<file path="config.mk">
export PLATFORM = sky130hd
export DESIGN_NAME = pcs_isolate_loopback_control
export DESIGN_NICKNAME = d
export VERILOG_FILES = /design/src/pcs_iso_pkg.sv /design/src/pair_buffer.sv /design/src/pcs_isolate_loopback_control.sv
export VERILOG_INCLUDE_DIRS = /design/src
export SDC_FILE = /design/constraint.sdc
export NUM_CORES = 1
export LEC_CHECK = 0
export BUFFER_PORTS_ARGS = -buffer_cell sky130_fd_sc_hd__buf_2
export CORE_ASPECT_RATIO = 1.5
export CORE_UTILIZATION = 49
export DETAILED_ROUTE_END_ITERATION = 7
export PLACE_DENSITY = 0.91
export SYNTH_ARGS = -nofsm -noshare
export SYNTH_HDL_FRONTEND = slang
export SYNTH_SLANG_ARGS = --single-unit
</file>
<file path="constraint.sdc">
create_clock -name aclk -period 4 [get_ports aclk]
set_input_delay 0.6 -clock aclk [delete_from_list [all_inputs] [get_ports aclk]]
set_output_delay 0.6 -clock aclk [all_outputs]
set_load 0.005 [all_outputs]
</file>
<file path="src/pcs_iso_map.svh">
// Register offsets, field positions, reset values and code groups for the
// isolate and loopback control block. Assumes a 12-bit AXI4-Lite byte address.
`ifndef PCS_ISO_MAP_SVH
`define PCS_ISO_MAP_SVH

// ***********************************************
// Register map
// ***********************************************
`define CTRL_OFF 12'h000
`define STATUS_OFF 12'h004
`define CTRL_ISOLATE_BIT 0
`define CTRL_LOOPBACK_BIT 1
`define STAT_ISOLATE_BIT 0
`define STAT_LOOPBACK_BIT 1
`define STAT_MGMT_BIT 2
`define STAT_TBI_BIT 3

// ***********************************************
// Reset values and fixed outputs
// ***********************************************
`define ISOLATE_RESET 1'h1
`define LOOPBACK_RESET 1'h0
`define XCVR_LOOP_SEL 2'h0

// ***********************************************
// Code groups and bus answers
// ***********************************************
`define IDLE_COMMA_CODE 8'hbc
`define IDLE_DATA_CODE 8'h50
`define ERROR_CODE 8'hfe
`define RESP_OKAY 2'h0
`define RESP_DECERR 2'h3

`endif

</file>
<file path="src/pcs_iso_pkg.sv">
// Types shared by the isolate and loopback control block.
// Assumes pcs_iso_map.svh carries the register, reset, code group and response constants.
package pcs_iso_pkg;

	// Two halves of an idle ordered set
	typedef enum logic {
		IDLE_COMMA,
		IDLE_DATA
	} idle_phase_t;

endpackage : pcs_iso_pkg

</file>
<file path="src/pair_buffer.sv">
// Small valid/ready buffer, flip-flop storage indexed by pointers.
// Assumes one clock and a synchronous active-low reset.
`timescale 1ns/1ps

module pair_buffer #(
	parameter int WIDTH = 10,
	parameter int DEPTH = 2
) (
	input wire logic aclk,
	input wire logic aresetn,
	input wire logic in_valid,
	output logic in_ready,
	input wire logic [WIDTH-1:0] in_data,
	output logic out_valid,
	input wire logic out_ready,
	output logic [WIDTH-1:0] out_data
);
	localparam int IW = (DEPTH > 1) ? $clog2(DEPTH) : 1;
	localparam int CW = $clog2(DEPTH + 1);

	logic [WIDTH-1:0] mem_r [DEPTH];
	logic [WIDTH-1:0] mem_nxt [DEPTH];
	logic [IW-1:0] wr_idx_r, wr_idx_nxt, rd_idx_r, rd_idx_nxt;
	logic [CW-1:0] count_r, count_nxt;
	logic push, pop;

	// Pointer step with wrap at the depth
	function automatic logic [IW-1:0] step(input logic [IW-1:0] idx);
		step = (idx == IW'(DEPTH - 1)) ? '0 : idx + 1'b1;
	endfunction : step

	// Honest full and empty flags
	assign in_ready = (count_r != CW'(DEPTH));
	assign out_valid = (count_r != '0);
	assign out_data = mem_r[rd_idx_r];
	assign push = in_valid && in_ready;
	assign pop = out_valid && out_ready;

	// Next pointers, count and storage
	always_comb begin
		mem_nxt = mem_r;
		wr_idx_nxt = wr_idx_r;
		rd_idx_nxt = rd_idx_r;
		count_nxt = count_r;
		if (push) begin
			mem_nxt[wr_idx_r] = in_data;
			wr_idx_nxt = step(wr_idx_r);
		end
		if (pop) begin
			rd_idx_nxt = step(rd_idx_r);
		end
		if (push && !pop) begin
			count_nxt = count_r + 1'b1;
		end else if (pop && !push) begin
			count_nxt = count_r - 1'b1;
		end
	end

	// Register stage
	always_ff @(posedge aclk) begin
		if (!aresetn) begin
			wr_idx_r <= '0;
			rd_idx_r <= '0;
			count_r <= '0;
			for (int i = 0; i < DEPTH; i++) begin
				mem_r[i] <= '0;
			end
		end else begin
			wr_idx_r <= wr_idx_nxt;
			rd_idx_r <= rd_idx_nxt;
			count_r <= count_nxt;
			mem_r <= mem_nxt;
		end
	end

endmodule : pair_buffer

</file>
<file path="src/pcs_isolate_loopback_control.sv">
// Start-up isolation and loopback control between a GMII client and the line.
// Assumes one 125 MHz-class clock (aclk, modelled at 50 MHz), a synchronous
// active-low reset and an AXI4-Lite master for the control registers.
//
// The address map and register access over AXI4-Lite were left to the implementer.
`timescale 1ns/1ps
`include "pcs_iso_map.svh"

module pcs_isolate_loopback_control #(
	parameter bit MGMT_PRESENT = 1'b1,
	parameter bit TBI_VARIANT = 1'b0
) (
	input wire logic aclk,
	input wire logic aresetn,
	input wire logic [11:0] s_axi_awaddr,
	input wire logic [2:0] s_axi_awprot,
	input wire logic s_axi_awvalid,
	output logic s_axi_awready,
	input wire logic [31:0] s_axi_wdata,
	input wire logic [3:0] s_axi_wstrb,
	input wire logic s_axi_wvalid,
	output logic s_axi_wready,
	output logic [1:0] s_axi_bresp,
	output logic s_axi_bvalid,
	input wire logic s_axi_bready,
	input wire logic [11:0] s_axi_araddr,
	input wire logic [2:0] s_axi_arprot,
	input wire logic s_axi_arvalid,
	output logic s_axi_arready,
	output logic [31:0] s_axi_rdata,
	output logic [1:0] s_axi_rresp,
	output logic s_axi_rvalid,
	input wire logic s_axi_rready,
	input wire logic static_isolate,
	input wire logic static_loopback,
	input wire logic [7:0] gmii_txd,
	input wire logic gmii_tx_en,
	input wire logic gmii_tx_er,
	output logic [7:0] gmii_rxd,
	output logic gmii_rx_dv,
	output logic gmii_rx_er,
	input wire logic gmii_rx_ready,
	output logic [7:0] line_tx_code,
	output logic line_tx_is_k,
	input wire logic [7:0] line_rx_code,
	input wire logic line_rx_is_k,
	input wire logic line_rx_valid,
	output logic line_rx_ready,
	output logic serdes_wrap,
	output logic [1:0] xcvr_loopback_sel
);

	// ***********************************************
	// Declarations
	// ***********************************************
	logic aw_have_r, aw_have_nxt, w_have_r, w_have_nxt;
	logic [11:0] aw_addr_r, aw_addr_nxt;
	logic [31:0] w_data_r, w_data_nxt;
	logic w_strb0_r, w_strb0_nxt;
	logic bvalid_r, bvalid_nxt;
	logic [1:0] bresp_r, bresp_nxt;
	logic rvalid_r, rvalid_nxt;
	logic [1:0] rresp_r, rresp_nxt;
	logic [31:0] rdata_r, rdata_nxt;
	logic ctrl_iso_r, ctrl_iso_nxt, ctrl_loop_r, ctrl_loop_nxt;
	logic wr_commit;
	logic st_q1_r, st_q2_r, st_q3_r, sl_q1_r, sl_q2_r, sl_q3_r;
	logic st_iso_r, st_iso_nxt, st_loop_r, st_loop_nxt;
	logic isolate_r, isolate_nxt, loop_r, loop_nxt, int_loop;
	pcs_iso_pkg::idle_phase_t phase_r, phase_nxt;
	logic [7:0] tx_code_r, tx_code_nxt, line_code_r, line_code_nxt;
	logic tx_k_r, tx_k_nxt, line_k_r, line_k_nxt, wrap_r, wrap_nxt;
	logic [9:0] buf_in_data, buf_out_data;
	logic buf_in_valid, buf_in_ready, buf_out_valid;

	// Code group to {rx_dv, rx_er, rxd}; K codes other than the error code carry nothing
	function automatic logic [9:0] decode(input logic [7:0] code, input logic is_k);
		if (!is_k) begin
			decode = {2'h2, code};
		end else if (code == `ERROR_CODE) begin
			decode = {2'h1, 8'h00};
		end else begin
			decode = 10'h000;
		end
	endfunction : decode

	// ***********************************************
	// AXI4-Lite write channel
	// ***********************************************
	// One write at a time: address and data parked until both are in
	assign s_axi_awready = !aw_have_r && !bvalid_r;
	assign s_axi_wready = !w_have_r && !bvalid_r;
	assign wr_commit = aw_have_r && w_have_r && !bvalid_r;
	assign s_axi_bvalid = bvalid_r;
	assign s_axi_bresp = bresp_r;

	always_comb begin
		aw_have_nxt = aw_have_r;
		aw_addr_nxt = aw_addr_r;
		w_have_nxt = w_have_r;
		w_data_nxt = w_data_r;
		w_strb0_nxt = w_strb0_r;
		bvalid_nxt = bvalid_r;
		bresp_nxt = bresp_r;
		ctrl_iso_nxt = ctrl_iso_r;
		ctrl_loop_nxt = ctrl_loop_r;
		if (s_axi_awvalid && s_axi_awready) begin
			aw_have_nxt = 1'b1;
			aw_addr_nxt = s_axi_awaddr;
		end
		if (s_axi_wvalid && s_axi_wready) begin
			w_have_nxt = 1'b1;
			w_data_nxt = s_axi_wdata;
			w_strb0_nxt = s_axi_wstrb[0];
		end
		if (wr_commit) begin
			aw_have_nxt = 1'b0;
			w_have_nxt = 1'b0;
			bvalid_nxt = 1'b1;
			bresp_nxt = `RESP_DECERR;
			if (aw_addr_r[11:2] == `CTRL_OFF >> 2) begin
				bresp_nxt = `RESP_OKAY;
				if (w_strb0_r) begin
					ctrl_iso_nxt = w_data_r[`CTRL_ISOLATE_BIT];
					ctrl_loop_nxt = w_data_r[`CTRL_LOOPBACK_BIT];
				end
			end else if (aw_addr_r[11:2] == `STATUS_OFF >> 2) begin
				bresp_nxt = `RESP_OKAY;
			end
		end else if (bvalid_r && s_axi_bready) begin
			bvalid_nxt = 1'b0;
		end
	end

	always_ff @(posedge aclk) begin
		if (!aresetn) begin
			aw_have_r <= 1'b0;
			aw_addr_r <= 12'h000;
			w_have_r <= 1'b0;
			w_data_r <= 32'h0000_0000;
			w_strb0_r <= 1'b0;
			bvalid_r <= 1'b0;
			bresp_r <= `RESP_OKAY;
			ctrl_iso_r <= `ISOLATE_RESET;
			ctrl_loop_r <= `LOOPBACK_RESET;
		end else begin
			aw_have_r <= aw_have_nxt;
			aw_addr_r <= aw_addr_nxt;
			w_have_r <= w_have_nxt;
			w_data_r <= w_data_nxt;
			w_strb0_r <= w_strb0_nxt;
			bvalid_r <= bvalid_nxt;
			bresp_r <= bresp_nxt;
			ctrl_iso_r <= ctrl_iso_nxt;
			ctrl_loop_r <= ctrl_loop_nxt;
		end
	end

	// ***********************************************
	// AXI4-Lite read channel
	// ***********************************************
	assign s_axi_arready = !rvalid_r;
	assign s_axi_rvalid = rvalid_r;
	assign s_axi_rdata = rdata_r;
	assign s_axi_rresp = rresp_r;

	// Status shows live state, not the written request
	always_comb begin
		rvalid_nxt = rvalid_r;
		rresp_nxt = rresp_r;
		rdata_nxt = rdata_r;
		if (s_axi_arvalid && s_axi_arready) begin
			rvalid_nxt = 1'b1;
			rresp_nxt = `RESP_OKAY;
			rdata_nxt = 32'h0000_0000;
			if (s_axi_araddr[11:2] == `CTRL_OFF >> 2) begin
				rdata_nxt[`CTRL_ISOLATE_BIT] = ctrl_iso_r;
				rdata_nxt[`CTRL_LOOPBACK_BIT] = ctrl_loop_r;
			end else if (s_axi_araddr[11:2] == `STATUS_OFF >> 2) begin
				rdata_nxt[`STAT_ISOLATE_BIT] = isolate_r;
				rdata_nxt[`STAT_LOOPBACK_BIT] = loop_r;
				rdata_nxt[`STAT_MGMT_BIT] = MGMT_PRESENT;
				rdata_nxt[`STAT_TBI_BIT] = TBI_VARIANT;
			end else begin
				rresp_nxt = `RESP_DECERR;
			end
		end else if (rvalid_r && s_axi_rready) begin
			rvalid_nxt = 1'b0;
		end
	end

	always_ff @(posedge aclk) begin
		if (!aresetn) begin
			rvalid_r <= 1'b0;
			rresp_r <= `RESP_OKAY;
			rdata_r <= 32'h0000_0000;
		end else begin
			rvalid_r <= rvalid_nxt;
			rresp_r <= rresp_nxt;
			rdata_r <= rdata_nxt;
		end
	end

	// ***********************************************
	// Static configuration and mode selection
	// ***********************************************
	// Static pins pass three stages; a change counts once stages two and three agree
	always_comb begin
		st_iso_nxt = (st_q2_r == st_q3_r) ? st_q3_r : st_iso_r;
		st_loop_nxt = (sl_q2_r == sl_q3_r) ? sl_q3_r : st_loop_r;
		// Loopback source follows the build option
		isolate_nxt = MGMT_PRESENT ? ctrl_iso_r : st_iso_r;
		loop_nxt = MGMT_PRESENT ? ctrl_loop_r : st_loop_r;
	end

	// Isolated from reset; pin stages reset to the register reset values so no release glitch
	always_ff @(posedge aclk) begin
		if (!aresetn) begin
			st_q1_r <= 1'b1;
			st_q2_r <= 1'b1;
			st_q3_r <= 1'b1;
			sl_q1_r <= 1'b0;
			sl_q2_r <= 1'b0;
			sl_q3_r <= 1'b0;
			st_iso_r <= `ISOLATE_RESET;
			st_loop_r <= `LOOPBACK_RESET;
			isolate_r <= `ISOLATE_RESET;
			loop_r <= `LOOPBACK_RESET;
		end else begin
			st_q1_r <= static_isolate;
			st_q2_r <= st_q1_r;
			st_q3_r <= st_q2_r;
			sl_q1_r <= static_loopback;
			sl_q2_r <= sl_q1_r;
			sl_q3_r <= sl_q2_r;
			st_iso_r <= st_iso_nxt;
			st_loop_r <= st_loop_nxt;
			isolate_r <= isolate_nxt;
			loop_r <= loop_nxt;
		end
	end

	// ***********************************************
	// Transmit code groups and line outputs
	// ***********************************************
	assign int_loop = loop_r && !TBI_VARIANT;

	// Transmit input ignored while isolated; line idles in internal loopback
	always_comb begin
		phase_nxt = (phase_r == pcs_iso_pkg::IDLE_COMMA) ? pcs_iso_pkg::IDLE_DATA : pcs_iso_pkg::IDLE_COMMA;
		tx_k_nxt = (phase_r == pcs_iso_pkg::IDLE_COMMA);
		tx_code_nxt = tx_k_nxt ? `IDLE_COMMA_CODE : `IDLE_DATA_CODE;
		if (!isolate_r && gmii_tx_en) begin
			tx_k_nxt = gmii_tx_er;
			tx_code_nxt = gmii_tx_er ? `ERROR_CODE : gmii_txd;
		end
		line_k_nxt = tx_k_nxt;
		line_code_nxt = tx_code_nxt;
		if (int_loop) begin
			line_k_nxt = (phase_r == pcs_iso_pkg::IDLE_COMMA);
			line_code_nxt = line_k_nxt ? `IDLE_COMMA_CODE : `IDLE_DATA_CODE;
		end
		// Ten-bit variant loops only in the external SerDes
		wrap_nxt = loop_r && TBI_VARIANT;
	end

	always_ff @(posedge aclk) begin
		if (!aresetn) begin
			phase_r <= pcs_iso_pkg::IDLE_COMMA;
			tx_code_r <= `IDLE_COMMA_CODE;
			tx_k_r <= 1'b1;
			line_code_r <= `IDLE_COMMA_CODE;
			line_k_r <= 1'b1;
			wrap_r <= 1'b0;
		end else begin
			phase_r <= phase_nxt;
			tx_code_r <= tx_code_nxt;
			tx_k_r <= tx_k_nxt;
			line_code_r <= line_code_nxt;
			line_k_r <= line_k_nxt;
			wrap_r <= wrap_nxt;
		end
	end

	assign line_tx_code = line_code_r;
	assign line_tx_is_k = line_k_r;
	assign serdes_wrap = wrap_r;
	// Transceiver loopback select held at zero
	assign xcvr_loopback_sel = `XCVR_LOOP_SEL;

	// ***********************************************
	// Receive path and buffering
	// ***********************************************
	// Internal loopback taps transmit codes just before the line
	assign buf_in_data = int_loop ? decode(tx_code_r, tx_k_r) : decode(line_rx_code, line_rx_is_k);
	assign buf_in_valid = int_loop || line_rx_valid;
	// Line is discarded during internal loopback, so never stall it then
	assign line_rx_ready = int_loop || buf_in_ready;

	// Loopback words are dropped if the client stalls with the buffer full
	pair_buffer #(
		.WIDTH(10),
		.DEPTH(2)
	) u_rx_buffer (
		.aclk(aclk),
		.aresetn(aresetn),
		.in_valid(buf_in_valid),
		.in_ready(buf_in_ready),
		.in_data(buf_in_data),
		.out_valid(buf_out_valid),
		.out_ready(gmii_rx_ready || isolate_r),
		.out_data(buf_out_data)
	);

	// Receive outputs held quiet while isolated; buffer drains meanwhile
	assign gmii_rx_dv = buf_out_valid && !isolate_r && buf_out_data[9];
	assign gmii_rx_er = buf_out_valid && !isolate_r && buf_out_data[8];
	assign gmii_rxd = (buf_out_valid && !isolate_r) ? buf_out_data[7:0] : 8'h00;
endmodule : pcs_isolate_loopback_control

</file>
==> results of run 1 <==
==> per-layer routing <==
| layer | GRT usage | vias up | share of wire |
|---|---|---|---|
| met5 | 0 | - | 0 |
| met4 | 0.09984 | 0 | 0.032 |
| met2 | 0.3580 | 109 | 0.53 |
| met3 | 0.06591 | 17 | 0.065 |
| li1 | - | 1224 | - |
| met1 | 0.2114 | 1165 | 0.38 |
==> registers in the layout (all words and copies together), names as in the netlist, 2 cells and up <==
| signal | cells |
|---|---|
| aw_addr_r | 10 |
| tx_code_r | 8 |
| u_rx_buffer.count_r | 2 |
| line_tx_code | 8 |
| u_rx_buffer.mem_r | 20 |
| w_data_r | 2 |
| s_axi_rdata | 3 |
==> worst reg2reg max path, cell delays in order, from the launching register on <==
cell	delay, ns
dfxtp_1	0.89
nor2_2	0.17
nor3_2	0.91
o21ai_0	0.25
a31oi_1	0.20
==> worst paths after layout <==
kind	startpoint	depth (start not counted)	end	slack [ns]
worst max register to register	int_loop	4	u_rx_buffer.mem_r[18]	1.51
worst min register to register	ctrl_iso_r	1	isolate_r	0.45
worst max-delay path	int_loop	4	u_rx_buffer.mem_r[18]	1.51
worst min-delay path	ctrl_iso_r	1	isolate_r	0.45
==> cell usage after synthesis (all sizes together) (6+ instances only) <==
| master | instances | area (µm²) |
|---|---|---|
| nor3b | 12 | 111.4 |
| a21o | 6 | 45.04 |
| nor2b | 27 | 171.4 |
| mux2i | 26 | 260.3 |
| nand2 | 21 | 81.33 |
| nand2b | 9 | 56.30 |
| o21ai | 9 | 45.04 |
| clkbuf | 8 | 31.28 |
| o211a | 19 | 190.2 |
| buf | 42 | 305.3 |
| dfxtp | 69 | 1381 |
| nor2 | 25 | 96.35 |
| a31oi | 10 | 62.56 |
==> power breakdown <==
part	switching (mW)	internal (mW)	leakage (nW)	total, mW
Sequential	0.0612	0.754	0.566	0.815
Clock	0.267	0.354	0.110	0.621
Combinational	0.139	0.151	1.11	0.290
==> stage by stage <==
step                      area [µm²]  instances  hold WS (ns)  setup slack (ns)  power [mW]
final                           3674        483        0.4547             1.509       1.725
after floorplan                 3277        360        0.4175             2.280       1.062
after CTS                       3674        483        0.4620             1.571       1.736
after global routing            3674        483        0.4542             1.233       1.818
after global placement          3451        467        0.4410             1.686       1.098
after detailed placement        3451        467        0.4441             1.607       1.118
==> logic make-up after synthesis <==
logic type	Yosys count
XOR/XNOR	3
flip-flops	69
AO/OA/AOI/OAI	56
multiplexers	29
AND/OR/NAND/NOR	115
buffers and inverters	55
adder cells (fa/ha/maj)	1
other	1
==> final cells by class <==
type                            count  area share
Clock buffer                        9     0.03372
Sequential cell                    69      0.3760
Tap cell                           74     0.02520
Timing Repair Buffer               83      0.1138
Clock inverter                      7     0.02691
Inverter                            5    0.005109
Multi-Input combinational cell    236      0.4193
==> reports/metrics.cfg, run 1 <==
[routing]
dr.pass1.iters=4
vias=2515
drt_iter0_drc=127
drt_wl_total_um=6403
final_antenna_net_count=0
wl_per_cell_um=13.26
drc=0
vias_per_cell=5.207

[die]
die_h_um=100.4
rows=35
initial_core_util=0.5119
fp.dieArea_um2=6782
pin_count=160
core-area_um2=6175
die_w_um=67.58

[layout]
multiInputGateArea_um2=1540
drive_gt1_frac=0.2689
seq_area_um2=1381
diodes=0
post-route-util=0.5949
fill_cells=529
layout.nets=501
syn_to_final_growth_pct=16.23
final_common_cell=buf_2
final_cell_mix=buf_2 (82), dfxtp_1 (69), conb_1 (32), mux2i_1 (26), nor2b_1 (26)

[timing]
tightest_slew_ns=1.162
fmax_ghz=0.4014
finClkSkew_ns=0.008200
final.period_utilization=0.6229
rsz0062_at_grt=false
slew_viol_final=0
finalCriticalPeriod_ns=2.491
hold_viol=0
max_slew_margin=0.2209
setup_viol=0
tns_ns=0

[critical_path]
critPathCaptureType=flop
max_stage_delay_ns=0.91
critical_path_class=reg -> reg
crit_chain=nor2_2 -> nor3_2 -> o21ai_0 -> a31oi_1
crit_buf_inv=0
cp-start-kind=flop
critPathArrivalTime_ns=2.76
crit_slowest_cell=nor3_2
path_max_fanout=26
worstPathRequired_ns=4.26
crit_family=simple AND/OR/NAND/NOR gates

[global_routing]
grt_usage=0.2047
first_global_vias=2350
overflow=0
grt_pass1_wl_um=10370
antenna_found_initial=0
grt_max_degree=57

[synthesis]
synthArstFlopShare=0
synth_area_um2=3161
yosys.area_share.simple=0.2106
synth_seq_cells=69
seq_area_frac_synth=0.4371
synthCells=329
syn_avg_cell_area_um2=9.606
synth_fa_ha_area_frac=0.003959
synth_cell_type_count=49
ys.flop_type=dfxtp_1
yosys_warnings=0
synth-xor-area-share=0.008314
synth_edf_count=0
synth_top_family_by_area=simple AND/OR/NAND/NOR gates
synth_mux_area_frac=0.09303
synth_compound_area_frac=0.1334

[clock_tree]
cts_tree=done
holdBufCountCts=0
clockBufferDepth=2
htreeDepth=3
cts_resized=0
clk_pin_slew_ns=0.08
cts_made_buffers=9
post_cts_buffers=0
clock_latency_ns=0.34
cts_sinks=69
clock-root-buffer=clkbuf_8

[run]
drv_cap=0

[placed_design]
post-dp-hpwl_um=4676
port_buffers=82
routabilityCongestion=0.7432

[power_and_ir_drop]
p_per_area_nw_per_um2=469.7
irDropWorstVdd_uv=348.5
power.leakage_nw=1.786

[min_path]
hp-class=reg -> reg

[run_status]
outcome=finished, final reports clean

Note: power is estimated with default switching activity, not from simulation.
==> inputs of run 2 (changes only) <==
--- a/config.mk
+++ b/config.mk
@@ -8,9 +8,9 @@
 export LEC_CHECK = 0
 export BUFFER_PORTS_ARGS = -buffer_cell sky130_fd_sc_hd__buf_2
 export CORE_ASPECT_RATIO = 1.5
-export CORE_UTILIZATION = 49
+export CORE_UTILIZATION = 46
 export DETAILED_ROUTE_END_ITERATION = 7
-export PLACE_DENSITY = 0.91
+export PLACE_DENSITY = 0.87
 export SYNTH_ARGS = -nofsm -noshare
 export SYNTH_HDL_FRONTEND = slang
 export SYNTH_SLANG_ARGS = --single-unit
==> constraint.sdc (replaced) <==
create_clock -name aclk -period 2.4 [get_ports aclk]
set_input_delay 0.36 -clock aclk [delete_from_list [all_inputs] [get_ports aclk]]
set_output_delay 0.36 -clock aclk [all_outputs]
set_load 0.005 [all_outputs]
==> run 2 against run 1 <==
Setup slack got worse by 1.0 ns. Power is 61% higher. Via count down 0.83%. Clock power up 52%. Clock skew is 0.00069 ns higher. Die area up 6.4%. Largest cell class unchanged.
==> reports/metrics.cfg, run 2 (synthesis results as in run 1) <==
[critical_path]
critPathCaptureType=output pin  ; was flop
critical_path_class=reg -> out  ; was reg -> reg
max_stage_delay_ns=0.75  ; was 0.91 ns
path_max_fanout=11  ; was 26
crit_chain=mux2i_1 -> nor2_1 -> buf_2  ; was nor2_2 -> nor3_2 -> o21ai_0 -> a31oi_1
worstPathRequired_ns=2.04  ; was 4.26 ns
cp-start-kind=flop  ; unchanged
critPathArrivalTime_ns=1.56  ; was 2.76 ns
crit_slowest_cell=dfxtp_1  ; was nor3_2

[run_status]
outcome=finished, final reports clean  ; unchanged

[routing]
dr.pass1.iters=4  ; unchanged
drt_wl_total_um=6178  ; was 6403 µm
vias_per_cell=5.100  ; was 5.207
drc=0  ; unchanged
final_antenna_net_count=0  ; unchanged
drt_iter0_drc=112  ; was 127
wl_per_cell_um=12.63  ; was 13.26 µm
vias=2494  ; was 2515

[timing]
rsz0062_at_grt=false  ; unchanged
tns_ns=0  ; unchanged
slew_viol_final=0  ; unchanged
finalCriticalPeriod_ns=1.919
tightest_slew_ns=0.7742  ; was 1.162 ns
setup_viol=0  ; unchanged
finClkSkew_ns=0.008895  ; was 0.008200 ns
final.period_utilization=0.7994
fmax_ghz=0.5212
fin_ws_ns=0.4815  ; was 1.509 ns
hold_viol=0  ; unchanged
max_slew_margin=0.4833  ; was 0.2209

[layout]
layout.nets=505  ; was 501
seq_area_um2=1381  ; unchanged
drive_gt1_frac=0.2736  ; was 0.2689
final_cell_mix=buf_2 (82), dfxtp_1 (69), conb_1 (32), mux2i_1 (26), nor2b_1 (26)  ; unchanged
syn_to_final_growth_pct=16.59  ; was 16.23%
multiInputGateArea_um2=1540  ; unchanged
diodes=0  ; unchanged
top_regs=u_rx_buffer.mem_r (20), aw_addr_r (10)  ; unchanged
final_common_cell=buf_2  ; unchanged
largest_register_ff_count=20  ; unchanged
regMostFlops=u_rx_buffer.mem_r  ; unchanged
fill_cells=569  ; was 529

[die]
die_w_um=69.68  ; was 67.58 µm
fp.dieArea_um2=7213  ; was 6782 µm²
initial_core_util=0.4806  ; was 0.5119
core-area_um2=6576  ; was 6175 µm²
pin_count=160  ; unchanged
die_h_um=103.5  ; was 100.4 µm
rows=36  ; was 35

[global_routing]
antenna_found_initial=0  ; unchanged
grt_usage=0.1795  ; was 0.2047
first_global_vias=2379  ; was 2350
grt_max_degree=52  ; was 57
overflow=0  ; unchanged
grt_pass1_wl_um=10420  ; was 10370 µm

[clock_tree]
post_cts_buffers=0  ; unchanged
cts_tree=done  ; unchanged
clock_latency_ns=0.34  ; about the same
htreeDepth=3  ; unchanged
cts_made_buffers=9  ; unchanged
cts_sinks=69  ; unchanged
clock-root-buffer=clkbuf_8  ; unchanged
holdBufCountCts=0  ; unchanged
clk_pin_slew_ns=0.07  ; was 0.08 ns
clockBufferDepth=2  ; unchanged
cts_resized=0  ; unchanged

[power_and_ir_drop]
p_per_area_nw_per_um2=754.9  ; was 469.7 nW/µm²
power.leakage_nw=1.795  ; was 1.786 nW
irDropWorstVdd_uv=506.8  ; was 348.5 µV

[placed_design]
routabilityCongestion=0.8020  ; was 0.7432
dp_slack_ns=0.6832  ; was 1.607 ns
post-dp-hpwl_um=4650  ; was 4676 µm
port_buffers=82  ; unchanged

[min_path]
hp-class=in -> reg  ; was reg -> reg

[run]
drv_cap=0  ; unchanged

## run 2: worst max-delay path: cells and delay by family, from the launching register on
kind,cells,cell delay [ns]
buffers and inverters,1,0.12
DFF,1,0.75
muxes,1,0.29
and+or+nand+nor,1,0.05
## run 2: worst paths after layout
path | startpoint | end | slack [ns] | cells after the start
worst max register to register | u_rx_buffer.count_r[1] | u_rx_buffer.count_r[1] | 0.69 | 5
worst max-delay path | u_rx_buffer.rd_idx_r | gmii_rx_dv | 0.48 | 3
worst min-delay path | gmii_txd[4] | tx_code_r[4] | 0.22 | 2
worst min register to register | ctrl_loop_r | int_loop | 0.46 | 2
## run 2: stage by stage
stage	instances	util	cell area (µm²)	hold WS (ns)	power, mW
after global routing	489	0.5603	3685	0.2147	2.916
final	489	0.5603	3685	0.2245	2.782
after global placement	473	0.5297	3483	0.4345	1.839
after detailed placement	473	0.5297	3483	0.4507	1.868
after CTS	489	0.5603	3685	0.2030	2.806
after floorplan	360	-	3277	0.4175	1.770
## run 2: metal layers
| metal | part of all wire | GRT usage | wire (µm) |
|---|---|---|---|
| met2 | 0.51 | 0.3169 | 3180 |
| met1 | 0.39 | 0.1877 | 2439 |
| met4 | 0.032 | 0.1043 | 195 |
| met3 | 0.058 | 0.04864 | 361 |
| met5 | 0 | 0 | 0 |
## run 2: area by class of cell
class	instances	share of cell area
Multi-Input combinational cell	236	0.4180
Sequential cell	69	0.3749
Clock buffer	11	0.03837
Tap cell	76	0.02581
Timing Repair Buffer	87	0.1216
Clock inverter	5	0.01630
Inverter	5	0.005093
## run 2: power by group
group / internal [mW] / leakage (nW) / switching, mW
Combinational: 0.256 / 1.13 / 0.229
Sequential: 1.26 / 0.566 / 0.0994
Clock: 0.510 / 0.0995 / 0.431
Total: 2.02 / 1.80 / 0.760
==> inputs of run 3 (changes only) <==
--- a/config.mk
+++ b/config.mk
@@ -8,9 +8,9 @@
 export LEC_CHECK = 0
 export BUFFER_PORTS_ARGS = -buffer_cell sky130_fd_sc_hd__buf_2
 export CORE_ASPECT_RATIO = 1.5
-export CORE_UTILIZATION = 46
+export CORE_UTILIZATION = 41
 export DETAILED_ROUTE_END_ITERATION = 7
-export PLACE_DENSITY = 0.87
+export PLACE_DENSITY = 0.82
 export SYNTH_ARGS = -nofsm -noshare
 export SYNTH_HDL_FRONTEND = slang
 export SYNTH_SLANG_ARGS = --single-unit
==> constraint.sdc (replaced) <==
create_clock -name aclk -period 1.6 [get_ports aclk]
set_input_delay 0.24 -clock aclk [delete_from_list [all_inputs] [get_ports aclk]]
set_output_delay 0.24 -clock aclk [all_outputs]
set_load 0.005 [all_outputs]
==> run 3 against run 2 <==
Sequential power increased by 49%. Register-to-register slack lost 0.65 ns. Design area up 5.9%. Cell count up 6.5%. Non-clock buffer count is 8 higher. Wire length increased by 12%. Hold slack got worse by 0.12 ns. Global-route usage up 0.14 points. Via count rose by 0.60%. Critical path type is now reg -> reg. Largest cell class unchanged.
==> reports/metrics.cfg, run 3 (synthesis results as in run 1) <==
[run_status]
outcome=finished, final reports clean  ; unchanged

[power_and_ir_drop]
combPwrFrac=0.186  ; was 0.174
pwr-share-seq=0.429  ; was 0.487
pwr-share-clk=0.384  ; was 0.338
internal-power_mw=3.515  ; was 2.022 mW
p_per_area_nw_per_um2=1207  ; was 754.9 nW/µm²
power.leakage_nw=1.876  ; was 1.795 nW
switching_power_mw=1.195  ; was 759.8 µW
sw_frac_of_total=0.2537  ; was 0.2731
irDropWorstVdd_uv=861.9  ; was 506.8 µV

[layout]
final_common_cell=buf_2  ; unchanged
layout.nets=513  ; was 505
diodes=0  ; unchanged
syn_to_final_growth_pct=23.44  ; was 16.59%
seq_area_um2=1386  ; was 1381 µm²
largest_register_ff_count=20  ; unchanged
regMostFlops=u_rx_buffer.mem_r  ; unchanged
multiInputGateArea_um2=1580  ; was 1540 µm²
final_cell_mix=buf_2 (82), dfxtp_1 (65), conb_1 (32), nor2b_1 (26), mux2i_1 (25)  ; was buf_2 (82), dfxtp_1 (69), conb_1 (32), mux2i_1 (26), nor2b_1 (26)
top_regs=u_rx_buffer.mem_r (20), aw_addr_r (10)  ; unchanged
fill_cells=672  ; was 569
final_cells=521  ; was 489
drive_gt1_frac=0.3040  ; was 0.2736

[timing]
hold_viol=0  ; unchanged
finClkSkew_ns=0.005782  ; was 0.008895 ns
finalCriticalPeriod_ns=1.558
fmax_ghz=0.6417
slew_viol_final=0  ; unchanged
setup_viol=0  ; unchanged
final.period_utilization=0.9740
rsz0062_at_grt=true  ; was false
whs_ns=0.1057  ; was 0.2245 ns
fin_ws_ns=0.04164  ; was 0.4815 ns

[critical_path]
max_stage_delay_ns=0.37  ; was 0.75 ns
crit_family=compound AO/OA/AOI/OAI gates  ; was flip-flops
path_max_fanout=5  ; was 11
critPathCaptureType=flop  ; was output pin
critPathArrivalTime_ns=1.83  ; was 1.56 ns
cp-start-kind=flop  ; unchanged
crit_chain=o22ai_1 -> ha_1 -> or3_1 -> a21boi_0  ; was mux2i_1 -> nor2_1 -> buf_2
worstPathRequired_ns=1.87  ; was 2.04 ns
critical_path_class=reg -> reg  ; was reg -> out
crit_buf_inv=0  ; was 1
crit_slowest_cell=dfxtp_2  ; was dfxtp_1

[clock_tree]
cts_made_buffers=9  ; unchanged
clock-root-buffer=clkbuf_8  ; unchanged
cts_tree=done  ; unchanged
clockBufferDepth=2  ; unchanged
clock_latency_ns=0.35  ; was 0.34 ns
clk_pin_slew_ns=0.07  ; about the same
holdBufCountCts=0  ; unchanged
cts_sinks=69  ; unchanged
htreeDepth=3  ; unchanged

[global_routing]
grt_pass1_wl_um=11080  ; was 10420 µm
antenna_found_initial=0  ; unchanged
first_global_vias=2435  ; was 2379
overflow=0  ; unchanged
grt_max_degree=26  ; was 52
grt_usage=0.1809  ; was 0.1795

[die]
fp.dieArea_um2=8071  ; was 7213 µm²
core-area_um2=7370  ; was 6576 µm²
die_h_um=109.5  ; was 103.5 µm
initial_core_util=0.4289  ; was 0.4806
rows=38  ; was 36
die_w_um=73.69  ; was 69.68 µm
pin_count=160  ; unchanged

[min_path]
hp-class=in -> reg  ; unchanged

[placed_design]
routabilityCongestion=0.7686  ; was 0.8020
port_buffers=82  ; unchanged
dp_cells=503  ; was 473
dp_slack_ns=0.04793  ; was 0.6832 ns
post-dp-hpwl_um=4956  ; was 4650 µm

[run]
drv_cap=0  ; unchanged

[routing]
vias=2509  ; was 2494
wl_per_cell_um=13.23  ; was 12.63 µm
dr.pass1.iters=4  ; unchanged
vias_per_cell=4.816  ; was 5.100
drt_iter0_drc=142  ; was 112
final_antenna_net_count=0  ; unchanged
drc=0  ; unchanged
drt_wl_total_um=6891  ; was 6178 µm

[run 3: changes by cell type in the layout (fill, tap and decap cells not counted), moves of 2 or more]
cell and change:
buf_4 +5, dfxtp_1 -4, bufinv_16 +2, dfxtp_2 +4
clkbuf_8 +2, clkinv_4 -2
[run 3: path summary, 6_finish.rpt]
check / startpoint / endpoint / slack (ns) / cells past startpoint
worst min register to register: phase_r / phase_r / 0.46 / 1
worst max register to register: u_rx_buffer.count_r[0] / u_rx_buffer.count_r[1] / 0.04 / 4
worst max-delay path: u_rx_buffer.count_r[0] / u_rx_buffer.count_r[1] / 0.04 / 4
worst min-delay path: gmii_txd[4] / tx_code_r[4] / 0.11 / 2
[run 3: final cells by class]
class,count,share of cell area
multi-input combinational,236,0.4051
tap,100,0.03207
inverter,5,0.004811
timing repair buffer,95,0.1363
clock inverter,3,0.02309
sequential,69,0.3554
clock buffer,13,0.04330
[run 3: worst register-to-register path: stages, from the launching register on]
cell and delay (ns):
dfxtp_2 0.37, o22ai_1 0.28, ha_1 0.31, or3_1 0.37, a21boi_0 0.15
[run 3: through the flow]
step                power (mW)  utilization  TNS (ns)  instance area [µm²]
floorplan                2.655            -         0                 3277
global placement         2.806       0.4846         0                 3571
detailed placement       2.849       0.4846         0                 3571
CTS                      4.668       0.5221         0                 3847
global route             4.912       0.5294  -0.03109                 3901
finish                   4.710       0.5294         0                 3901
[run 3: power groups by stage]
stage	combinational (mW)	sequential, mW	clock [mW]
6_report	0.877	2.02	1.81
3_3_place_gp	0.789	2.02	0
2_1_floorplan	0.650	2.01	0
4_1_cts	0.834	2.01	1.83
3_5_place_dp	0.819	2.03	0
5_1_grt	0.971	2.04	1.90
[run 3: repair_timing]
item / CTS / global route
endpoints found under the hold margin: 0 / 0
pin swaps: 0 / 1
cloned: 0 / 1
gates resized for setup: 5 / 11
setup buffers: 0 / 1
endpoints found under the setup margin: 10 / 12
[run 3: per-layer routing]
| metal | track usage | vias up | share of wire |
|---|---|---|---|
| met3 | 0.04125 | 13 | 0.054 |
| li1 | - | 1243 | - |
| met5 | 0 | - | 0 |
| met2 | 0.3283 | 99 | 0.54 |
| met4 | 0.09341 | 0 | 0.024 |
| met1 | 0.1909 | 1154 | 0.38 |
